==> config.mk <==
export PLATFORM = sky130hd
export DESIGN_NAME = ueirq_top
export DESIGN_NICKNAME = d
export VERILOG_FILES = /design/src/verilog/ueirq_edge_fall.v /design/src/verilog/ueirq_top.v
export VERILOG_INCLUDE_DIRS = /design/src /design/src/verilog
export SDC_FILE = /design/constraint.sdc
export NUM_CORES = 1
export LEC_CHECK = 0
export ABC_CLOCK_PERIOD_IN_PS = 2150
export BUFFER_PORTS_ARGS = -buffer_cell sky130_fd_sc_hd__buf_2
export CORE_ASPECT_RATIO = 0.5
export CORE_MARGIN = 2
export CORE_UTILIZATION = 59
export CTS_BUF_LIST = sky130_fd_sc_hd__clkbuf_8
export CTS_CLUSTER_DIAMETER = 80
export DETAILED_ROUTE_END_ITERATION = 12
export GPL_TIMING_DRIVEN = 0
export PLACE_DENSITY_LB_ADDON = 0.25
export SLEW_MARGIN = 5
export SYNTH_ARGS = -nofsm -noshare
export SYNTH_HDL_FRONTEND = slang
export SYNTH_SLANG_ARGS = --single-unit
export TNS_END_PERCENT = 50
==> constraint.sdc <==
create_clock -name SYS_CLK -period 2.15 [get_ports SYS_CLK]
set_clock_uncertainty 0.15 [all_clocks]
set_input_delay 0.215 -clock SYS_CLK [delete_from_list [all_inputs] [get_ports SYS_CLK]]
set_output_delay 0.215 -clock SYS_CLK [all_outputs]
set_load 0.02 [all_outputs]
==> src/verilog/ueirq_consts.vh <==
// Constants of the USB event interrupt request block: register offsets,
// field positions, reset values and vector codes.
// Assumes inclusion by bare name from the design files of this block.
`ifndef UEIRQ_CONSTS_VH
`define UEIRQ_CONSTS_VH

// ==========================================================
// Register offsets (byte addresses on the 16-bit register port)
`define UEIRQ_ADDR_IN_REQ 16'h7fa9
`define UEIRQ_ADDR_OUT_REQ 16'h7faa
`define UEIRQ_ADDR_BUS_REQ 16'h7fab
`define UEIRQ_ADDR_IN_EN 16'h7fac
`define UEIRQ_ADDR_OUT_EN 16'h7fad
`define UEIRQ_ADDR_BUS_EN 16'h7fae
`define UEIRQ_ADDR_NAK_REQ 16'h7fb0
`define UEIRQ_ADDR_NAK_EN 16'h7fb1
`define UEIRQ_ADDR_VECTOR 16'h7fa8

// ==========================================================
// Bus event field positions
`define UEIRQ_BIT_SETUP_DATA 0
`define UEIRQ_BIT_FRAME_START 1
`define UEIRQ_BIT_SETUP_TOKEN 2
`define UEIRQ_BIT_SUSPEND 3
`define UEIRQ_BIT_BUS_RESET 4
`define UEIRQ_BIT_BULK_NAK 5
`define UEIRQ_BUS_MASK 8'h3f
`define UEIRQ_NAK_MASK 8'h7f

// ==========================================================
// Reset values
`define UEIRQ_RST_REQ 8'h00
`define UEIRQ_RST_EN 8'h00
`define UEIRQ_RST_VEC 8'h00

// ==========================================================
// Vector codes: bus events 0..5, IN endpoints 6..13, OUT endpoints 14..21
`define UEIRQ_VEC_IN_BASE 5'h06
`define UEIRQ_VEC_OUT_BASE 5'h0e

`endif

==> src/verilog/ueirq_edge_fall.v <==
// Falling edge detector for the eight endpoint busy flags.
// Assumes busy flags come from logic on SYS_CLK, so no synchroniser is used.
module ueirq_edge_fall (
  input wire clk,
  input wire srst,
  input wire [7:0] busy,
  output wire [7:0] fell
);
  reg [7:0] busy_d_ff;

  // ==========================================================
  // Delayed copy of busy; reset as not busy so no false edge
  always @(posedge clk) begin
    if (srst) begin
      busy_d_ff <= 8'h00;
    end else begin
      busy_d_ff <= busy;
    end
  end

  // Pulse when busy went from one to zero
  assign fell = busy_d_ff & ~busy;
endmodule

==> src/verilog/ueirq_top.v <==
// Interrupt request and enable logic of a USB peripheral controller.
// Assumes event strobes and busy flags are one-cycle / level signals from
// logic on SYS_CLK; SRST is the power-on reset; CPU_RST is the core reset.
//
// Added by the designer: the strobed register port.
`include "ueirq_consts.vh"

module ueirq_top (
  input wire SYS_CLK,
  input wire SRST,
  input wire CPU_RST,
  input wire [15:0] ADDR,
  input wire [7:0] WDATA,
  input wire WR,
  input wire RD,
  output reg [7:0] RDATA,
  input wire [7:0] IN_BUSY,
  input wire [7:0] OUT_BUSY,
  input wire [6:0] BULK_IN_NAK,
  input wire BUS_RESET_EVT,
  input wire SUSPEND_EVT,
  input wire SETUP_TOKEN_EVT,
  input wire FRAME_START_EVT,
  input wire SETUP_DATA_EVT,
  output reg USB_INT
);
  reg [7:0] in_req_ff;
  reg [7:0] out_req_ff;
  reg [7:0] bus_req_ff;
  reg [7:0] nak_req_ff;
  reg [7:0] in_en_ff;
  reg [7:0] out_en_ff;
  reg [7:0] bus_en_ff;
  reg [7:0] nak_en_ff;
  reg [7:0] vec_ff;
  reg [7:0] nxt_in_req;
  reg [7:0] nxt_out_req;
  reg [7:0] nxt_bus_req;
  reg [7:0] nxt_nak_req;
  reg [7:0] nxt_rdata;
  reg [7:0] nxt_vec;
  reg nxt_int;
  reg [7:0] bus_set;
  reg [7:0] bus_act;
  wire [7:0] in_fell;
  wire [7:0] out_fell;
  wire [7:0] in_act;
  wire [7:0] out_act;
  wire nak_sum;
  wire [7:0] nak_act;
  // Write strobes per register
  wire wr_in_req;
  wire wr_out_req;
  wire wr_bus_req;
  wire wr_nak_req;
  wire wr_in_en;
  wire wr_out_en;
  wire wr_bus_en;
  wire wr_nak_en;

  // ==========================================================
  // Request update: set wins over write-one clear
  function [7:0] req_next;
    input [7:0] cur;
    input [7:0] set;
    input [7:0] clr;
    input hit;
    begin
      req_next = (cur & ~(hit ? clr : 8'h00)) | set;
    end
  endfunction

  // Lowest set bit index, 3 bits
  function [2:0] low_idx;
    input [7:0] v;
    integer i;
    begin
      low_idx = 3'h0;
      for (i = 7; i >= 0; i = i - 1) begin
        if (v[i]) begin
          low_idx = i[2:0];
        end
      end
    end
  endfunction

  // Pack a five-bit source code into the vector byte layout
  function [7:0] vec_code;
    input [4:0] code;
    begin
      vec_code = {1'b0, code, 2'b00};
    end
  endfunction

  // Register address compare, shared by every write decode
  function addr_hit;
    input [15:0] a;
    input [15:0] ofs;
    begin
      addr_hit = (a == ofs);
    end
  endfunction

  // ==========================================================
  // Busy falling edge detectors for IN and OUT endpoints
  ueirq_edge_fall u_in_fall (
    .clk(SYS_CLK),
    .srst(SRST),
    .busy(IN_BUSY),
    .fell(in_fell)
  );

  ueirq_edge_fall u_out_fall (
    .clk(SYS_CLK),
    .srst(SRST),
    .busy(OUT_BUSY),
    .fell(out_fell)
  );

  // ==========================================================
  // Write decodes; one strobe reaches one register at most
  assign wr_in_req = WR & addr_hit(ADDR, `UEIRQ_ADDR_IN_REQ);
  assign wr_out_req = WR & addr_hit(ADDR, `UEIRQ_ADDR_OUT_REQ);
  assign wr_bus_req = WR & addr_hit(ADDR, `UEIRQ_ADDR_BUS_REQ);
  assign wr_nak_req = WR & addr_hit(ADDR, `UEIRQ_ADDR_NAK_REQ);
  assign wr_in_en = WR & addr_hit(ADDR, `UEIRQ_ADDR_IN_EN);
  assign wr_out_en = WR & addr_hit(ADDR, `UEIRQ_ADDR_OUT_EN);
  assign wr_bus_en = WR & addr_hit(ADDR, `UEIRQ_ADDR_BUS_EN);
  assign wr_nak_en = WR & addr_hit(ADDR, `UEIRQ_ADDR_NAK_EN);

  // ==========================================================
  // Gated request terms; enables touch only the line and the source vector
  assign in_act = in_req_ff & in_en_ff;
  assign out_act = out_req_ff & out_en_ff;
  // Per-endpoint NAK terms need their own enable first
  assign nak_act = nak_req_ff & nak_en_ff;
  // Summary gate sits over all per-endpoint NAK terms
  assign nak_sum = bus_en_ff[`UEIRQ_BIT_BULK_NAK] & |nak_act;

  // Bus event set vector and gating
  always @* begin
    bus_set = 8'h00;
    bus_set[`UEIRQ_BIT_BULK_NAK] = |BULK_IN_NAK;
    bus_set[`UEIRQ_BIT_BUS_RESET] = BUS_RESET_EVT;
    bus_set[`UEIRQ_BIT_SUSPEND] = SUSPEND_EVT;
    bus_set[`UEIRQ_BIT_SETUP_TOKEN] = SETUP_TOKEN_EVT;
    bus_set[`UEIRQ_BIT_FRAME_START] = FRAME_START_EVT;
    bus_set[`UEIRQ_BIT_SETUP_DATA] = SETUP_DATA_EVT;
    bus_act = bus_req_ff & bus_en_ff & `UEIRQ_BUS_MASK;
    bus_act[`UEIRQ_BIT_BULK_NAK] = bus_req_ff[`UEIRQ_BIT_BULK_NAK] & bus_en_ff[`UEIRQ_BIT_BULK_NAK];
  end

  // ==========================================================
  // Next request values; held regardless of enables
  always @* begin
    nxt_in_req = req_next(in_req_ff, in_fell, WDATA, wr_in_req);
    nxt_out_req = req_next(out_req_ff, out_fell, WDATA, wr_out_req);
    // Reserved bits 7:6 never latch
    nxt_bus_req = req_next(bus_req_ff, bus_set, WDATA, wr_bus_req) & `UEIRQ_BUS_MASK;
    // Only endpoints zero to six can NAK, bit 7 stays clear
    nxt_nak_req = req_next(nak_req_ff, {1'b0, BULK_IN_NAK}, WDATA, wr_nak_req) & `UEIRQ_NAK_MASK;
  end

  // ==========================================================
  // Combined line and source vector, priority bus events first
  always @* begin
    nxt_int = |in_act | |out_act | |bus_act | nak_sum;
    nxt_vec = vec_ff;
    if (|bus_act) begin
      nxt_vec = vec_code({2'b00, low_idx(bus_act)});
    end else if (|in_act) begin
      nxt_vec = vec_code(`UEIRQ_VEC_IN_BASE + {2'b00, low_idx(in_act)});
    end else if (|out_act) begin
      nxt_vec = vec_code(`UEIRQ_VEC_OUT_BASE + {2'b00, low_idx(out_act)});
    end else if (nak_sum) begin
      // Per-endpoint NAK shares the bulk NAK code
      nxt_vec = vec_code(5'h05);
    end
  end

  // ==========================================================
  // Read data decode, valid the cycle after the read strobe
  always @* begin
    nxt_rdata = 8'h00;
    if (ADDR == `UEIRQ_ADDR_IN_REQ) begin
      nxt_rdata = in_req_ff;
    end else if (ADDR == `UEIRQ_ADDR_OUT_REQ) begin
      nxt_rdata = out_req_ff;
    end else if (ADDR == `UEIRQ_ADDR_BUS_REQ) begin
      nxt_rdata = bus_req_ff;
    end else if (ADDR == `UEIRQ_ADDR_IN_EN) begin
      nxt_rdata = in_en_ff;
    end else if (ADDR == `UEIRQ_ADDR_OUT_EN) begin
      nxt_rdata = out_en_ff;
    end else if (ADDR == `UEIRQ_ADDR_BUS_EN) begin
      nxt_rdata = bus_en_ff;
    end else if (ADDR == `UEIRQ_ADDR_NAK_REQ) begin
      nxt_rdata = nak_req_ff;
    end else if (ADDR == `UEIRQ_ADDR_NAK_EN) begin
      nxt_rdata = nak_en_ff;
    end else if (ADDR == `UEIRQ_ADDR_VECTOR) begin
      nxt_rdata = vec_ff;
    end
  end

  // ==========================================================
  // IN endpoint request flags; only power-on reset clears them
  always @(posedge SYS_CLK) begin
    if (SRST) begin
      in_req_ff <= `UEIRQ_RST_REQ;
    end else begin
      in_req_ff <= nxt_in_req;
    end
  end

  // OUT endpoint request flags; only power-on reset clears them
  always @(posedge SYS_CLK) begin
    if (SRST) begin
      out_req_ff <= `UEIRQ_RST_REQ;
    end else begin
      out_req_ff <= nxt_out_req;
    end
  end

  // Bus event flags keep running while the core sits in reset
  always @(posedge SYS_CLK) begin
    if (SRST) begin
      bus_req_ff <= `UEIRQ_RST_REQ;
    end else begin
      bus_req_ff <= nxt_bus_req;
    end
  end

  // Per-endpoint NAK flags; only power-on reset clears them
  always @(posedge SYS_CLK) begin
    if (SRST) begin
      nak_req_ff <= `UEIRQ_RST_REQ;
    end else begin
      nak_req_ff <= nxt_nak_req;
    end
  end

  // ==========================================================
  // Enable registers; core reset returns them to zero
  always @(posedge SYS_CLK) begin
    if (SRST || CPU_RST) begin
      in_en_ff <= `UEIRQ_RST_EN;
      out_en_ff <= `UEIRQ_RST_EN;
      bus_en_ff <= `UEIRQ_RST_EN;
      nak_en_ff <= `UEIRQ_RST_EN;
    end else begin
      if (wr_in_en) begin
        in_en_ff <= WDATA;
      end
      if (wr_out_en) begin
        out_en_ff <= WDATA;
      end
      // Reserved enable bits read back as zero
      if (wr_bus_en) begin
        bus_en_ff <= WDATA & `UEIRQ_BUS_MASK;
      end
      if (wr_nak_en) begin
        nak_en_ff <= WDATA & `UEIRQ_NAK_MASK;
      end
    end
  end

  // ==========================================================
  // Read data stands one cycle after the strobe, zero otherwise
  always @(posedge SYS_CLK) begin
    if (SRST) begin
      RDATA <= 8'h00;
    end else begin
      RDATA <= RD ? nxt_rdata : 8'h00;
    end
  end

  // Combined request line, registered so it never glitches
  always @(posedge SYS_CLK) begin
    if (SRST) begin
      USB_INT <= 1'b0;
    end else begin
      USB_INT <= nxt_int;
    end
  end

  // Source vector, held while no enabled source is pending
  always @(posedge SYS_CLK) begin
    if (SRST) begin
      vec_ff <= `UEIRQ_RST_VEC;
    end else begin
      vec_ff <= nxt_vec;
    end
  end
endmodule

## Word-level counts from Yosys, hierarchy flattened

Cells that the tools add are included.
W data, S select, Z words.

| operators by class | value |
|---|---|
| shift-type cells | 0 |
| div/mod/pow operators | 0 |
| reduce and logical (&&, ||, !) cells | 10 |
| bitwise operators | 34 |
| order comparisons | 0 |
| equal/unequal tests | 9 |
| muxes and demuxes | 44 |
| multiply operators | 0 |
| add/subtract/negate cells | 2 |

Operators by type and width:

| kind | count |
|---|---|
| $eq A16 B15 Y1 const B | 9 |
| $mux W3 | 27 |
| $mux W8 | 8 |
| $mux W7 | 7 |
| $and A8 B8 Y8 | 6 |
| $not A8 Y8 | 4 |
| $reduce_or A8 Y1 | 3 |
| $or A8 B8 Y8 | 2 |
| $and A7 B7 Y7 | 2 |
| $reduce_or A7 Y1 | 2 |
| $and A1 B1 Y1 | 10 |
| $not A7 Y7 | 1 |
| $or A7 B7 Y7 | 1 |
| $and A6 B6 Y6 | 1 |
| $mux W6 | 1 |
| $not A6 Y6 | 1 |
| $or A6 B6 Y6 | 1 |
| $reduce_or A6 Y1 | 1 |
| $add A4 B3 Y5 const A | 1 |
| $and A5 B5 Y5 | 1 |
| $mux W5 | 1 |
| $add A3 B3 Y4 const A | 1 |
| $reduce_bool A4 Y1 | 1 |
| $or A1 B1 Y1 | 3 |
| 4 further kinds | 4 |

| storage, ports and cells | value |
|---|---|
| input bits | 57 |
| memories kept | 0 |
| output and inout port bits | 9 |
| register bits | 88 |
| RAM bits | 0 |
| memory bits (read-only) | 0 |
| latch bits | 0 |
| logic and storage cells | 113 |

## Longest topological paths before layout

Gate-level depths: netlist (run 1).

| depth | value |
|---|---|
| word-level depth | 16 |
| gate-level depth with buffers | 8 |
| gate-level depth less buffers | 8 |

## Modules after synthesis

From an unflattened synthesis (run 1), not the netlist that was laid out.

| second synthesis, totals | value |
|---|---|
| cells, all modules | 528 |
| area, all modules | 4,297.9 um^2 |

Modules (own cells, without submodules):

| module | cells each | area an instance (um^2) | times used |
|---|---|---|---|
| ueirq_top | 480 | 3,777.4 | 1 |
| ueirq_edge_fall | 24 | 260.2 | 2 |

## Worst setup path before layout (run 1)

OpenSTA, ideal clock, no wires.

| path | value |
|---|---|
| kind | input -> register |
| from | in ADDR[6] |
| to | reg in_en_ff[7] |
| library setup time | 128 ps |
| data required time | 1,872 ps |
| arrival time | 1,480 ps |
| cell stages on the path | 6 |
| path slack | 392 ps |
| cells stage by stage | nand4b_1 > or2_4 > nor3_1 > nand4_2 > mux2i_1 > nor2_1 |

| on the way | value |
|---|---|
| longest elaborated chain between the ends | 2 |

RTL lines:

| what | line | source |
|---|---|---|
| start: declaration | ueirq_top.v:12 | `input wire [15:0] ADDR,` |
| $eq A16 B15 Y1 | ueirq_top.v:100 | `addr_hit = (a == ofs);` |
| $and A1 B1 Y1 | ueirq_top.v:126 | `` assign wr_in_en = WR & addr_hit(ADDR, `UEIRQ_ADDR_IN_EN); `` |
| end signal: assignment | ueirq_top.v:247 | `` in_en_ff <= `UEIRQ_RST_EN; `` |
| end: declaration | ueirq_top.v:31 | `reg [7:0] in_en_ff;` |

Every way passes these cells.
A chain may end at the register's enable or synchronous reset.

## Worst setup path after layout (run 1)

| path | value |
|---|---|
| from | reg in_req_ff[5] |
| to | reg vec_ff[4] |

| on the way | value |
|---|---|
| longest elaborated chain between the ends | 12 |
| elaborated cells between the ends (all ways) | 14 |

RTL lines:

| what | line | source |
|---|---|---|
| start: declaration | ueirq_top.v:27 | `reg [7:0] in_req_ff;` |
| start signal: assignment | ueirq_top.v:210 | `` in_req_ff <= `UEIRQ_RST_REQ; `` |
| start signal: assignment | ueirq_top.v:212 | `in_req_ff <= nxt_in_req;` |
| $and A8 B8 Y8 (*) | ueirq_top.v:133 | `assign in_act = in_req_ff & in_en_ff;` |
| $mux W3 (6 in series) | ueirq_top.v:80 | `if (v[i]) begin` |
| $mux W3 | ueirq_top.v:171 | `end else if (\|in_act) begin` |
| $mux W3 | ueirq_top.v:169 | `if (\|bus_act) begin` |
| $add A3 B3 Y4 (no line) | -- |  |
| $mux W7 | ueirq_top.v:171 |  |
| $mux W5 | ueirq_top.v:169 |  |
| end signal: assignment | ueirq_top.v:290 | `` vec_ff <= `UEIRQ_RST_VEC; `` |
| end signal: assignment | ueirq_top.v:292 | `vec_ff <= nxt_vec;` |
| end: declaration | ueirq_top.v:35 | `reg [7:0] vec_ff;` |

Mark *: on every way between the ends. The rest lies on a longest branch, timed or not. The select of a mux whose other input is x is not followed.

==> run metrics, run 1 <==
post-DP HPWL=9965 µm; Hold Slack=0.04078 ns; worst skew pair latency=0.38 ns; DR pass1 iterations=6; Final Cycle Share=96.19%; most common cell after layout, fill and taps aside=dfxtp_1; Seq/Total Area, Yosys=40.75%; most frequent cells in the layout=87 x dfxtp_1, 67 x nand2_1, 61 x nor2_1; Hold Crit Start=WDATA[6]; Post-Synthesis Cells=507; max-slew violation count=0; core footprint=6884 µm²; final number of setup-violating endpoints=0; placed cell area=4728 µm²; crit end category=flip-flop; HP Class=input port to flip-flop; share of layout cells above drive strength 1=17.97%; final wirelength=14310 µm; Via density=6.247; RSZ-0062 raised after global routing=false; Port Buffers=58; Post-Synth Simple-Gate Area=28.08%; post-route total power=3312 µW; crit start category=flip-flop; Synth Cell Area=4323 µm²; CP Max Fanout=4; largest net degree at the start of global routing=17; ANT cells=0; R2R cell count=8; CTS H-tree lvls=3; Net Count, Synth=566; Post-synth EDFFs=0; final instance area=5279 µm²; Worst Hold End=nak_en_ff[6]; dominant synthesized flop cell=dfxtp_1; r2r startpoint=in_req_ff[5]; Yosys reg bits=88; Post-Synth Adder-Cell Area=0.5789%; fin nets=666; Power Density=627.3 nW/µm²; clk buf depth=2; total CTS buffers=9; CTS tree=built; hold-critical path depth=3; setup TNS=0 ns; non-filler instance count after layout=704; via count=4398; GPL Wtd Cong=0.9922; compound-cell area share of the yosys netlist=19.71%; Synthesis Warnings=0; worst setup path category=flip-flop to flip-flop; post-synthesis mux area share=6.918%; WP data arrival=2.23 ns; average size of a mapped cell=8.526 µm²; ys async rst share=0%; vias in the first global route=4189; Netlist cell types=57; MaxCap Viol Count=0; P_leak=0.002172 µW; Worst EP required=2.31 ns; Max IR drop VDD=0.5716 mV; Die Area=8069 µm²; GRT Total Usage=36.79%; clock sink total=88; XOR/XNOR Fraction of Synth Area=0%; Die X=125.1 µm; Max transition margin=51.45%; cell row count=21; Placed Instances=657; main combinational cell family by area after synthesis=simple AND/OR/NAND/NOR gates; Residual DRC=0; initial core utilization=62.80%; Final Hold Viols=0; Root Driver=clkbuf_8; initial antenna violation count=0; CP startpoint=in_req_ff[5]; global route overflow=0; Clk pin slew, worst setup/hold paths=0.09 ns; # IOs=66; R2R Setup Slk=0.08 ns; DIE HEIGHT=64.53 µm; DRT antenna net count=0; Tmin final=2.068 ns; FMAX=483.5 MHz; status=finished clean; slew at the pin with the worst max-slew slack=0.7283 ns; first-pass GRT wire length=22490 µm; initial DRC count=726; Critical R2R Capture=vec_ff[4]; area growth from synthesis to layout=22.11%; drt wl/cell=20.33 µm
## logic make-up after synthesis
family,after synthesis
flops,88
fa+ha+maj,2
buf+inv,35
mux,29
simple gates,228
compound gates,125
## per-stage QoR
step | worst slack (ns) | utilization (%)
6_report | 0.08185 | 76.68
5_1_grt | 0.01411 | 76.68
4_1_cts | 0.04969 | 76.26
3_5_place_dp | -0.1577 | 68.68
3_3_place_gp | -0.08244 | 68.68
2_1_floorplan | 0.3924 | -
## timing repair
action                     4_1_cts  5_1_grt
pin swaps                        0        1
setup endpoints to repair        1        4
resized for setup                2        4
hold endpoints to repair        38        0
setup buffers                    0        1
hold buffers                    30        0
## state kept, by name, summed over array words and instances (netlist names)
name                  flops
bus_req_ff                6
nak_req_ff                7
USB_INT                   1
vec_ff                    5
RDATA                     8
in_en_ff                  8
u_in_fall.busy_d_ff       8
u_out_fall.busy_d_ff      8
out_req_ff                8
nak_en_ff                 7
in_req_ff                 8
out_en_ff                 8
bus_en_ff                 6
## where the power goes
group          switching, µW  internal, µW  total [µW]
clock                    653           583        1240
combinational            191           156         347
sequential              51.3          1680        1730
total                    895          2420        3310
## synthesized netlist by cell type (5+ instances only)
| master | n | area share, % |
|---|---|---|
| nand2_1 | 67 | 5.8 |
| a21oi_1 | 39 | 4.5 |
| nand2b_1 | 7 | 1.0 |
| mux2_2 | 7 | 1.8 |
| a221oi_1 | 5 | 1.0 |
| nand3_1 | 14 | 1.6 |
| nor3_1 | 8 | 0.93 |
| nor2_1 | 61 | 5.3 |
| inv_1 | 7 | 0.61 |
| clkbuf_1 | 21 | 1.8 |
| a22oi_1 | 26 | 4.5 |
| nor2b_1 | 35 | 5.1 |
| o21ai_0 | 10 | 1.2 |
| dfxtp_1 | 88 | 41 |
| and2_1 | 5 | 0.72 |
| mux2i_1 | 22 | 5.1 |
| o22ai_1 | 9 | 1.3 |
## critical path: stages, from the launching register on
cell and delay (ns):
dfxtp_1 0.38, a22oi_2 0.26, nand2b_1 0.13, a31oi_4 0.25, inv_1 0.07, ha_1 0.28, a22oi_1 0.23, o22ai_1 0.12
nor3_1 0.13
## routing by layer
metal | wire length (µm) | global-route usage, % | vias to the layer above
li1 | - | - | 2035
met4 | 330 | 12.78 | 0
met5 | 0 | 0 | -
met1 | 6182 | 49.20 | 2060
met3 | 1695 | 11.56 | 32
met2 | 6101 | 56.79 | 271
## worst max path at each step
stage | to | slack (ns)
detailed placement | bus_req_ff[1] | -0.16
floorplan | in_en_ff[7] | 0.39
CTS | vec_ff[4] | 0.05
global placement | bus_req_ff[3] | -0.08
global route | vec_ff[4] | 0.01
finish | vec_ff[4] | 0.08
## final cells by class
cell class / instances / area, µm²
buffer: 28 / 145.1
clock buffer: 10 / 137.6
clock inverter: 6 / 72.57
fill: 493 / 1605
inverter: 7 / 26.28
multi-input combinational: 384 / 2421
sequential: 88 / 1763
tap: 92 / 115.1
timing repair buffer: 89 / 598.1
(Power assumes the default switching activity.)
==> run 2: changes to the inputs <==
--- a/config.mk
+++ b/config.mk
@@ -8,9 +8,9 @@
 export LEC_CHECK = 0
 export ABC_CLOCK_PERIOD_IN_PS = 2150
 export BUFFER_PORTS_ARGS = -buffer_cell sky130_fd_sc_hd__buf_2
-export CORE_ASPECT_RATIO = 0.5
+export CORE_ASPECT_RATIO = 0.75
 export CORE_MARGIN = 2
-export CORE_UTILIZATION = 59
+export CORE_UTILIZATION = 35
 export CTS_BUF_LIST = sky130_fd_sc_hd__clkbuf_8
 export CTS_CLUSTER_DIAMETER = 80
 export DETAILED_ROUTE_END_ITERATION = 12
==> run metrics, run 2 (synthesis gave the netlist of run 1 again) <==
Max transition margin=54.52% (+3.1 points); Fill cells=1296 (+160%); Placed Instances=731 (+11%); Clk pin slew, worst setup/hold paths=0.10 ns (about the same); Final Hold Viols=0 (unchanged); ANT cells=0 (unchanged); final number of setup-violating endpoints=0 (unchanged); via count=4297 (-2.3%); CTS tree=built; clk buf depth=2 (unchanged); Core Util, Final=43.80% (-33 points); FMAX=488.0 MHz (+0.93%); Tmin final=2.049 ns (-0.01896 ns); initial core utilization=35.51% (-27 points); GRT Total Usage=22.62% (-14 points); vias in the first global route=4065 (-3.0%); DRT antenna net count=0 (unchanged); DIE HEIGHT=100.2 µm (+55%); R2R cell count=6 (-2); crit end category=flip-flop; most frequent cells in the layout=88 x dfxtp_1, 67 x nand2_1, 61 x nor2_1; post-DP HPWL=11040 µm (+11%); status=finished clean; crit start category=flip-flop; CP max stage cell=nor3_2; Port Buffers=58 (unchanged); Residual DRC=0 (unchanged); Root Driver=clkbuf_8; clock sink total=88 (unchanged); Die Area=13270 µm² (+64%); worst setup path category=flip-flop to flip-flop; Worst EP required=2.24 ns (-0.07 ns); slew at the pin with the worst max-slew slack=0.6822 ns (-0.04606 ns); worst skew pair latency=0.38 ns (about the same); Final Cycle Share=95.31% (-0.88 points); MaxCap Viol Count=0 (unchanged); CTS H-tree lvls=3 (unchanged); largest net degree at the start of global routing=17 (unchanged); P_leak=0.002152 µW (-0.93%); global route overflow=0 (unchanged); CP Max Fanout=6 (+2); area growth from synthesis to layout=23.36%; Max IR drop VDD=0.4139 mV (-28%); Via density=5.537 (-11%); final wirelength=14560 µm (+1.8%); cell row count=35 (+67%); drt wl/cell=18.77 µm (-7.7%); # IOs=66 (unchanged); critical path's largest stage delay=0.37 ns (about the same); hold-critical path depth=2 (-1); worst setup margin=0.1008 ns (+0.01896 ns); core footprint=12170 µm² (+77%); initial DRC count=466 (-36%); first-pass GRT wire length=23040 µm (+2.4%); WP data arrival=2.14 ns (-0.09 ns); HP Class=input port to flip-flop; most common cell after layout, fill and taps aside=dfxtp_1; RSZ-0062 raised after global routing=true; final instance area=5333 µm² (+1.0%); crit-path cells=a22oi_1, nand4_1, nor3_2, nand2_1, o22ai_1, nor3_1; Die X=132.3 µm (+5.8%); placed cell area=4821 µm² (+2.0%); post-place setup slack=-0.3178 ns (-0.1601 ns); initial antenna violation count=0 (unchanged); DR pass1 iterations=5 (-1); Power Density=596.7 nW/µm² (-4.9%); total CTS buffers=9 (unchanged); non-filler instance count after layout=776 (+10%); share of layout cells above drive strength 1=17.87% (-0.11 points); fin nets=664 (-0.30%); GPL Wtd Cong=0.9200 (-7.3%); max-slew violation count=0 (unchanged); Post-CTS Setup Inserts=0 (unchanged)
run 2: metal layers:
metal  GRT usage, %  vias to the layer above  wire length (µm)
li1               -                     2021                 -
met4          5.294                        0               212
met3          5.253                       20              1325
met5              0                        -                 0
met1          33.55                     2047              7226
met2          33.08                      209              5798
run 2: final cells by class:
class	instances	area (µm²)	area share, %
Tap cell	166	207.7	3.895
Inverter	7	26.28	0.4927
Buffer	28	145.1	2.722
Sequential cell	88	1762	33.04
Timing Repair Buffer	87	580.6	10.89
Multi-Input combinational cell	384	2424	45.45
Clock inverter	6	50.05	0.9385
Clock buffer	10	137.6	2.581
run 2: critical path, delay by kind of cell, from the launching register on:
family,cells,cell delay [ns]
AO/OA/AOI/OAI,2,0.50
flip-flops,1,0.35
AND/OR/NAND/NOR,4,0.91
run 2: stage by stage:
stage	TNS, ns	hold WS [ns]	total power [µW]
6_report	0	0.02800	3182
4_1_cts	0	0.02830	3194
3_5_place_dp	-4.709	0.2801	2060
5_1_grt	-0.02023	0.05866	3323
3_3_place_gp	-3.079	0.2698	2057
2_1_floorplan	0	0.1824	1912
run 2: where the power goes:
part           internal, µW  switching (µW)  total, µW
clock network           468             643       1110
registers              1680            53.3       1730
logic                   154             186        340
run 2: what timing repair did:
item | 4_1_cts | 5_1_grt
hold buffers | 29 | 0
gates resized for setup | 0 | 6
endpoints found under the setup margin | 0 | 10
hold endpoints to repair | 41 | 0
run 2: worst paths after layout:
path,start,endpoint,slack (ns)
worst max-delay path,in_req_ff[2],vec_ff[4],0.10
worst min-delay path,SRST,u_out_fall.busy_d_ff[0],0.03
worst max register to register,in_req_ff[2],vec_ff[4],0.10
worst min register to register,nak_en_ff[5],nak_en_ff[5],0.34
